[src/ufi_pkg.sv]
package ufi_pkg;

  // Register addresses on the host port
  localparam logic [2:0] ADDR_DATA    = 3'h0;
  localparam logic [2:0] ADDR_ENABLES = 3'h1;
  localparam logic [2:0] ADDR_IDENT   = 3'h2;
  localparam logic [2:0] ADDR_LINE    = 3'h5;
  localparam logic [2:0] ADDR_MODEM   = 3'h6;

  // Enable register bit positions
  localparam int EN_RX    = 0;
  localparam int EN_TX    = 1;
  localparam int EN_LINE  = 2;
  localparam int EN_MODEM = 3;

  // FIFO setup register fields
  localparam int FS_ENABLE  = 0;
  localparam int FS_TRIG_LO = 6;
  localparam int FS_TRIG_HI = 7;

  // Identification codes, bits 3..0
  localparam logic [3:0] ID_NONE    = 4'h1;
  localparam logic [3:0] ID_LINE    = 4'h6;
  localparam logic [3:0] ID_RXDATA  = 4'h4;
  localparam logic [3:0] ID_TIMEOUT = 4'hc;
  localparam logic [3:0] ID_TXEMPTY = 4'h2;
  localparam logic [3:0] ID_MODEM   = 4'h0;

  // Receive trigger levels in bytes
  localparam logic [4:0] TRIG_1  = 5'h01;
  localparam logic [4:0] TRIG_4  = 5'h04;
  localparam logic [4:0] TRIG_8  = 5'h08;
  localparam logic [4:0] TRIG_14 = 5'h0e;

  // Reset values
  localparam logic [3:0] ENABLES_RESET = 4'h0;
  localparam logic [1:0] TRIG_RESET    = 2'h0;

  // Character timing, in receiver clock ticks
  localparam int         CNT_W          = 12;
  localparam logic [3:0] BASE_BITS      = 4'h7;
  localparam int         TICK_SHIFT     = 4;
  localparam int         TIMEOUT_SHIFT  = 2;
  localparam logic [11:0] TICKS_PER_BIT = 12'h010;

  // Transmit-empty sequencing
  typedef enum logic [1:0] {
    UFI_TX_FULL,
    UFI_TX_DELAY,
    UFI_TX_IDLE
  } ufi_tx_st_t;

endpackage : ufi_pkg

[src/ufi_irq.sv]
`timescale 1ns/100ps
// Behaviour
// - FIFO mode: receive-data interrupt while fill at or above trigger level
// - Line status identity beats received-data identity
// - Data ready set on each stored character, held until FIFO empty
// - Time-out when FIFO not empty and no arrival nor read for four characters
// - Character times counted on receiver clock ticks
// - Pending time-out cleared, with its timer, by one receive read
// - Without pending time-out, arrival or read restarts the timer
// - Transmit-empty on empty FIFO, withdrawn by holding write or identity read
// - Delay transmit-empty one character less stop bit unless two bytes seen
// - First transmit-empty after FIFO enable change is immediate
// - Receive and transmit polled independently by their enables
// - Polled mode reports no trigger or time-out; FIFOs keep storing
// - Line errors recorded even with their interrupt disabled
// - Enable bits 0..3 as assigned, bits 4..7 read zero
// - Interrupt output only for enabled sources
// - Rank: line status, receive or time-out, transmit-empty, modem
// - Identity bit 0 low while anything pending
// - Identity bits 3..0 encode highest pending source
// - Identity bits 7..6 follow FIFO enable, bits 5..4 zero
// - Line errors raise line status; host clears by reading line status
// - Modem changes raise modem status; clear by modem read
// - Trigger select 00,01,10,11 gives 1,4,8,14 bytes
module ufi_irq
  import ufi_pkg::*;
(
  input  wire logic       mclk,
  input  wire logic       rstn,
  input  wire logic [2:0] addr,
  input  wire logic [7:0] wdata,
  input  wire logic       wr,
  input  wire logic       rd,
  output      logic [7:0] rdata,
  input  wire logic       divisor_access,
  input  wire logic [1:0] word_len_sel,
  input  wire logic       parity_on,
  input  wire logic       two_stop,
  input  wire logic       rclk,
  input  wire logic [4:0] rx_fill,
  input  wire logic       char_received,
  input  wire logic       line_error_event,
  input  wire logic       modem_change_event,
  input  wire logic [4:0] tx_fill,
  output      logic       interrupt_output,
  output      logic       data_ready_flag,
  output      logic       fifo_enable_control
);

  // Ticks in one character of the programmed format
  function automatic logic [CNT_W-1:0] char_ticks(
    input logic [1:0] wl,
    input logic       par,
    input logic       stp
  );
    logic [CNT_W-1:0] bits;
    bits = CNT_W'(BASE_BITS) + CNT_W'(wl) + CNT_W'(par) + CNT_W'(stp);
    return CNT_W'(bits << TICK_SHIFT);
  endfunction : char_ticks

  // Trigger level decode
  function automatic logic [4:0] trig_level(input logic [1:0] sel);
    case (sel)
      2'h0:    return TRIG_1;
      2'h1:    return TRIG_4;
      2'h2:    return TRIG_8;
      default: return TRIG_14;
    endcase
  endfunction : trig_level

  logic [3:0]        source_enable_register;
  logic [3:0]        next_source_enable_register;
  logic              next_fifo_enable_control;
  logic [1:0]        trig_sel;
  logic [1:0]        next_trig_sel;
  logic              fifo_changed;
  logic              next_fifo_changed;
  logic [7:0]        next_rdata;
  logic              rclk_meta;
  logic              rclk_sync;
  logic              rclk_last;
  logic              tick;
  logic [CNT_W-1:0]  to_cnt;
  logic [CNT_W-1:0]  next_to_cnt;
  logic              to_pend;
  logic              next_to_pend;
  logic              line_flag;
  logic              next_line_flag;
  logic              modem_flag;
  logic              next_modem_flag;
  ufi_tx_st_t        tx_st;
  ufi_tx_st_t        next_tx_st;
  logic [CNT_W-1:0]  tx_cnt;
  logic [CNT_W-1:0]  next_tx_cnt;
  logic              seen_two;
  logic              next_seen_two;
  logic              holding_empty_pend;
  logic              next_holding_empty_pend;
  logic              next_interrupt_output;
  logic              next_data_ready_flag;
  logic [3:0]        cur_id;
  logic [7:0]        ident;
  logic              data_sel;
  logic              rx_read;
  logic              thr_write;
  logic              ident_read;
  logic              setup_write;
  logic              en_write;
  logic              rx_on;
  logic              to_on;
  logic              tx_on;
  logic              line_on;
  logic              modem_on;
  logic              tx_empty;
  logic [CNT_W-1:0]  one_char;
  logic [CNT_W-1:0]  to_limit;

  // Host strobe decode
  assign data_sel    = !divisor_access;
  assign rx_read     = rd && (addr == ADDR_DATA) && data_sel;
  assign thr_write   = wr && (addr == ADDR_DATA) && data_sel;
  assign en_write    = wr && (addr == ADDR_ENABLES) && data_sel;
  assign ident_read  = rd && (addr == ADDR_IDENT);
  assign setup_write = wr && (addr == ADDR_IDENT);

  // Character time figures
  assign one_char = char_ticks(word_len_sel, parity_on, two_stop);
  assign to_limit = CNT_W'(one_char << TIMEOUT_SHIFT);
  assign tx_empty = (tx_fill == 5'h00);

  // Gated sources; disabled enables keep a side polled
  assign rx_on    = source_enable_register[EN_RX] &&
                    (fifo_enable_control ? (rx_fill >= trig_level(trig_sel))
                                         : (rx_fill != 5'h00));
  assign to_on    = source_enable_register[EN_RX] && fifo_enable_control
                    && to_pend;
  assign tx_on    = source_enable_register[EN_TX] && holding_empty_pend;
  assign line_on  = source_enable_register[EN_LINE] && line_flag;
  assign modem_on = source_enable_register[EN_MODEM] && modem_flag;

  // Priority encode, recomputed every cycle
  always_comb begin
    if (line_on) begin
      cur_id = ID_LINE;
    end else if (rx_on) begin
      cur_id = ID_RXDATA;
    end else if (to_on) begin
      cur_id = ID_TIMEOUT;
    end else if (tx_on) begin
      cur_id = ID_TXEMPTY;
    end else if (modem_on) begin
      cur_id = ID_MODEM;
    end else begin
      cur_id = ID_NONE;
    end
  end

  // Identification byte
  assign ident = {fifo_enable_control, fifo_enable_control, 2'h0, cur_id};

  // Control registers and read data
  always_comb begin
    next_source_enable_register = source_enable_register;
    next_fifo_enable_control    = fifo_enable_control;
    next_trig_sel               = trig_sel;
    next_fifo_changed           = fifo_changed;
    next_rdata                  = 8'h00;
    if (en_write) begin
      next_source_enable_register = wdata[3:0];
    end
    if (setup_write) begin
      next_fifo_enable_control = wdata[FS_ENABLE];
      if (wdata[FS_ENABLE] != fifo_enable_control) begin
        next_fifo_changed = 1'b1;
      end
      if (wdata[FS_ENABLE]) begin
        next_trig_sel = wdata[FS_TRIG_HI:FS_TRIG_LO];
      end
    end else if (next_holding_empty_pend && !holding_empty_pend) begin
      next_fifo_changed = 1'b0;
    end
    if (rd && (addr == ADDR_ENABLES) && data_sel) begin
      next_rdata = {4'h0, source_enable_register};
    end else if (ident_read) begin
      next_rdata = ident;
    end
  end

  always_ff @(posedge mclk or negedge rstn) begin
    if (!rstn) begin
      source_enable_register <= ENABLES_RESET;
      fifo_enable_control    <= 1'b0;
      trig_sel               <= TRIG_RESET;
      fifo_changed           <= 1'b0;
      rdata                  <= 8'h00;
    end else begin
      source_enable_register <= next_source_enable_register;
      fifo_enable_control    <= next_fifo_enable_control;
      trig_sel               <= next_trig_sel;
      fifo_changed           <= next_fifo_changed;
      rdata                  <= next_rdata;
    end
  end

  // Receiver clock synchroniser and tick detect
  always_ff @(posedge mclk or negedge rstn) begin
    if (!rstn) begin
      rclk_meta <= 1'b0;
      rclk_sync <= 1'b0;
      rclk_last <= 1'b0;
    end else begin
      rclk_meta <= rclk;
      rclk_sync <= rclk_meta;
      rclk_last <= rclk_sync;
    end
  end

  assign tick = rclk_sync && !rclk_last;

  // Character time-out timer
  always_comb begin
    next_to_cnt  = to_cnt;
    next_to_pend = to_pend;
    if (to_pend) begin
      if (rx_read) begin
        next_to_pend = 1'b0;
        next_to_cnt  = '0;
      end
    end else if (rx_read || char_received) begin
      next_to_cnt = '0;
    end else if (tick && (to_cnt <= to_limit)) begin
      next_to_cnt = to_cnt + CNT_W'(1);
    end
    if (!to_pend && (to_cnt > to_limit) && (rx_fill != 5'h00)
        && fifo_enable_control && source_enable_register[EN_RX]) begin
      next_to_pend = 1'b1;
    end
    if (rx_fill == 5'h00 || !fifo_enable_control) begin
      next_to_pend = 1'b0;
    end
  end

  always_ff @(posedge mclk or negedge rstn) begin
    if (!rstn) begin
      to_cnt  <= '0;
      to_pend <= 1'b0;
    end else begin
      to_cnt  <= next_to_cnt;
      to_pend <= next_to_pend;
    end
  end

  // Sticky line and modem flags; a new event beats a clearing read
  always_comb begin
    next_line_flag  = line_flag;
    next_modem_flag = modem_flag;
    if (rd && (addr == ADDR_LINE)) begin
      next_line_flag = 1'b0;
    end
    if (line_error_event) begin
      next_line_flag = 1'b1;
    end
    if (rd && (addr == ADDR_MODEM)) begin
      next_modem_flag = 1'b0;
    end
    if (modem_change_event) begin
      next_modem_flag = 1'b1;
    end
  end

  always_ff @(posedge mclk or negedge rstn) begin
    if (!rstn) begin
      line_flag  <= 1'b0;
      modem_flag <= 1'b0;
    end else begin
      line_flag  <= next_line_flag;
      modem_flag <= next_modem_flag;
    end
  end

  // Transmit-empty sequencer
  always_comb begin
    next_tx_st     = tx_st;
    next_tx_cnt    = tx_cnt;
    next_holding_empty_pend = holding_empty_pend;
    next_seen_two  = tx_empty ? 1'b0 : (seen_two || (tx_fill >= 5'h02));
    if (thr_write || (ident_read && cur_id == ID_TXEMPTY)) begin
      next_holding_empty_pend = 1'b0;
    end
    case (tx_st)
      UFI_TX_FULL: begin
        if (tx_empty) begin
          if (seen_two || fifo_changed || !fifo_enable_control) begin
            next_holding_empty_pend = 1'b1;
            next_tx_st     = UFI_TX_IDLE;
          end else begin
            next_tx_cnt = one_char - TICKS_PER_BIT;
            next_tx_st  = UFI_TX_DELAY;
          end
        end
      end
      UFI_TX_DELAY: begin
        if (!tx_empty) begin
          next_tx_st = UFI_TX_FULL;
        end else if (fifo_changed || tx_cnt == '0) begin
          next_holding_empty_pend = 1'b1;
          next_tx_st     = UFI_TX_IDLE;
        end else if (tick) begin
          next_tx_cnt = tx_cnt - CNT_W'(1);
        end
      end
      UFI_TX_IDLE: begin
        if (!tx_empty) begin
          next_tx_st = UFI_TX_FULL;
        end else if (setup_write && wdata[FS_ENABLE] != fifo_enable_control) begin
          next_holding_empty_pend = 1'b1;
        end else if (en_write && wdata[EN_TX] && !source_enable_register[EN_TX]) begin
          next_holding_empty_pend = 1'b1;
        end
      end
      default: begin
        next_tx_st = UFI_TX_IDLE;
      end
    endcase
    if (!tx_empty) begin
      next_holding_empty_pend = 1'b0;
    end
  end

  always_ff @(posedge mclk or negedge rstn) begin
    if (!rstn) begin
      tx_st     <= UFI_TX_IDLE;
      tx_cnt    <= '0;
      seen_two  <= 1'b0;
      holding_empty_pend <= 1'b0;
    end else begin
      tx_st     <= next_tx_st;
      tx_cnt    <= next_tx_cnt;
      seen_two  <= next_seen_two;
      holding_empty_pend <= next_holding_empty_pend;
    end
  end

  // Registered outputs
  assign next_interrupt_output = (cur_id != ID_NONE);
  assign next_data_ready_flag  = (rx_fill != 5'h00);

  always_ff @(posedge mclk or negedge rstn) begin
    if (!rstn) begin
      interrupt_output <= 1'b0;
      data_ready_flag  <= 1'b0;
    end else begin
      interrupt_output <= next_interrupt_output;
      data_ready_flag  <= next_data_ready_flag;
    end
  end

endmodule : ufi_irq

[config.mk]
export PLATFORM = sky130hd
export DESIGN_NAME = ufi_irq
export DESIGN_NICKNAME = d
export VERILOG_FILES = /design/src/ufi_pkg.sv /design/src/ufi_irq.sv
export SDC_FILE = /design/constraint.sdc
export NUM_CORES = 1
export LEC_CHECK = 0
export BUFFER_PORTS_ARGS = -buffer_cell sky130_fd_sc_hd__buf_2
export CORE_MARGIN = 5
export CORE_UTILIZATION = 57
export DETAILED_ROUTE_END_ITERATION = 6
export PLACE_DENSITY = 0.81
export SYNTH_ARGS = -nofsm -noshare
export SYNTH_HDL_FRONTEND = slang
export SYNTH_SLANG_ARGS = --single-unit
[constraint.sdc]
create_clock -name mclk -period 2.7 [get_ports mclk]
set_input_delay 0.54 -clock mclk [delete_from_list [all_inputs] [get_ports mclk]]
set_output_delay 0.54 -clock mclk [all_outputs]
set_load 0.01 [all_outputs]
==> metrics <==
CP Launch Type primary input; Crit Path Max Fanout 5; largest net degree at the start of global routing 27; status complete, but fails checks; WL/cell 15.5 um; violated checks negative setup slack; RSZ-0062 raised after global routing yes; Crit path arrival time 3.01 ns; Post-Layout Cell Count 455; crit path cell chain buf_8 -> inv_8 -> ha_4 -> inv_2 -> ha_4 -> fa_2 -> inv_2 -> ha_4 -> nand3b_1 -> nor4_4 -> a21oi_4 -> or4_1 -> a31oi_1; cell at the root of the clock tree clkbuf_8; Pleak around 0.0016 uW; fillcell total between 300 and 400; Peak VDD IR approximately 0.37 mV; Vias/cell ~6.0; # IOs 45; Most used DFF post-synth dfrtp_1; gate count of the mapped netlist 331; clock skew between 0.007 and 0.008 ns; Die X-Extent 82.9 um; worst hold path class in -> async; sequential cell area fraction in the yosys report 40.5%; CTS Sinks 49; Vias 2723; # Max-Cap Violations 0; Setup WS post-layout -0.0801 ns; Post-Syn Area per Cell about 9.2 um2; synth unique cells 63; antenna cells 0; clock-pin slew on the worst setup and hold paths around 0.09 ns; initial antenna violation count 0; DRC violations left 0; Core ar. 5140 um2; CTS tree built; Post-Syn Area 3030 um2; share of post-route cells with drive strength above 1 about 25%; Max Clock Freq around 0.36 GHz; Max Slew Vio Count 0; asr flop ratio synth 100%; number of enable flip-flop cells after synthesis 0; post-layout min period 2.78 ns; clk buf depth 2; CP max-delay cell fa_2; reg2reg path depth 7; post-DP HPWL 5260 um; area delta synth->final 20.4%; area of the multi-input gates 1770 um2; relative slew slack 49.4%; delay-heaviest family, CP adder cells; Crit path depth 13; Slew @ Worst Pin 0.752 ns; die area 6870 um2; CP Class in -> reg; DRT antenna net count 0; Initial Utilization about three fifths; total track usage 20.9%; WP buf/inv 4; final net count 435; type of element capturing the critical path flip-flop; post-synth top area share 39.6%; number of CTS-inserted buffers 5; Sequential Area 1230 um2; final worst path period share 103%; PortBufs 40; synthesis-stage register bit count 49; Placed Cells 446; Crit path top cell by count ha_4; clk_lat worst skew 0.30 ns; gp weighted congestion roughly 0.9; Final Hold Vio Count 0; die height 82.9 um; total grt overflow 0; yosys warns 0; vias in the first global route around 2700; Hold-fix buffers, CTS 0; num rows 26; Worst EP required just under 3 ns; pwr dens roughly 450 nW/um2; Synth area leader dfrtp_1; H-tree depth 2; top post-synthesis cells by area dfrtp_1 (40%), ha_1 (6.6%), nand2_1 (4.0%); CP peak stage delay 0.55 ns; drt pass-1 iters 4; setup violators final 12; first-pass GRT wire length 12300 um; power after layout 1650 uW; commonest non-fill, non-tap cells in the layout dfrtp_1 (48), buf_2 (38), nand2_1 (32), nor2_1 (26); 1st-iter DRT viols 116; Post-Route WL 7030 um; commonest non-fill, non-tap cell in the layout dfrtp_1
worst register-to-register path: stages (launching register included):
cell and delay [ns]:
dfrtp_1 0.43, inv_1 0.07, ha_1 0.21, nor4b_1 0.33, nand3_1 0.26, o21ai_2 0.62
a21oi_1 0.10, o22a_1 0.22
path summary, 6_finish.rpt:
check / to / slack [ns] / from
max: to_cnt[3]$_DFFE_PN0P_ / -0.08 / word_len_sel[0]
min: to_cnt[6]$_DFFE_PN0P_ / 0.23 / rstn
max reg2reg: tx_cnt[5]$_DFFE_PN0P_ / 0.36 / tx_cnt[0]$_DFFE_PN0P_
min reg2reg: rclk_sync$_DFF_PN0_ / 0.36 / rclk_meta$_DFF_PN0_
max in group asynchronous: rdata[3]$_DFF_PN0_ / 1.86 / rstn
min in group mclk: rclk_meta$_DFF_PN0_ / 0.34 / rclk
timing repair:
action,CTS,global route
endpoints found under the hold margin,0,0
setup endpoints to repair,11,12
gates resized for setup,8,6
pin swaps,1,3
setup buffers,1,0
per-stage QoR:
step / TNS (ns) / setup slack (ns) / hold slack [ns] / cell area [um2] / utilization, %
after global routing: -1.20 / -0.160 / 0.260 / 3650 / 71.0
after CTS: -0.365 / -0.0789 / 0.242 / 3620 / 70.4
after detailed placement: -4.70 / -0.493 / 0.338 / 3470 / 67.6
final: -0.414 / -0.0801 / 0.226 / 3650 / 71.0
after global placement: -4.17 / -0.424 / 0.336 / 3470 / 67.6
after floorplan: -0.991 / -0.220 / 0.244 / 3120 / -
cell usage after synthesis, types with 2 or more instances:
cell type and instances:
dfrtp_1 48, nand2_1 32, nor2_1 26, inv_1 24
a21oi_1 22, ha_1 16, o21ai_1 15, a31oi_1 10
nor3_1 10, nand3_1 9, and3_1 7, nand4_1 7
clkbuf_1 6, mux2_2 6, xor2_1 6, nor4_1 5
o21ai_0 5, nand2b_1 4, nor4b_1 4, a21o_1 3
a32oi_1 3, buf_2 3, buf_4 3, nor2b_1 3
o22a_1 3, or4_1 3, a211o_1 2, a21boi_0 2
a32o_1 2, and2_1 2, nand3b_1 2, nand4b_1 2
o2111ai_1 2, o211ai_1 2, o31ai_1 2, or2_2 2
or3b_1 2
registers in the layout (all words and copies together), names as in the netlist, 2 cells and up:
signal / cells
to_cnt: 12
tx_cnt: 12
trig_sel: 2
tx_st: 2
source_enable_register: 4
rdata: 5
where the power goes:
group / switching (uW) / internal, uW
clock network: 247 / 237
registers: 49.1 / 775
logic: 183 / 162
total: 479 / 1170
cells by family after synthesis:
family,synth area share (%)
other,0.124
adders and majority gates,7.27
AOI/OAI and AO/OA,19.9
muxes,2.93
xor gates and xnor gates,1.73
DFF,40.5
buffers and inverters,4.95
and+or+nand+nor,22.6
layout make-up:
cell class	instances	share of cell area, %
inverter	24	2.81
clock buffer	7	2.64
tap	70	2.40
multi-input combinational	247	48.4
clock inverter	1	0.240
sequential	49	33.6
timing repair buffer	57	9.87
per-layer routing:
| metal | wire, um | track usage, % |
|---|---|---|
| met4 | 61 | 4.31 |
| met2 | 3590 | 36.7 |
| met1 | 3080 | 26.9 |
| met3 | 296 | 3.76 |
| met5 | 0 | 0 |
(Power assumes the default switching activity.)
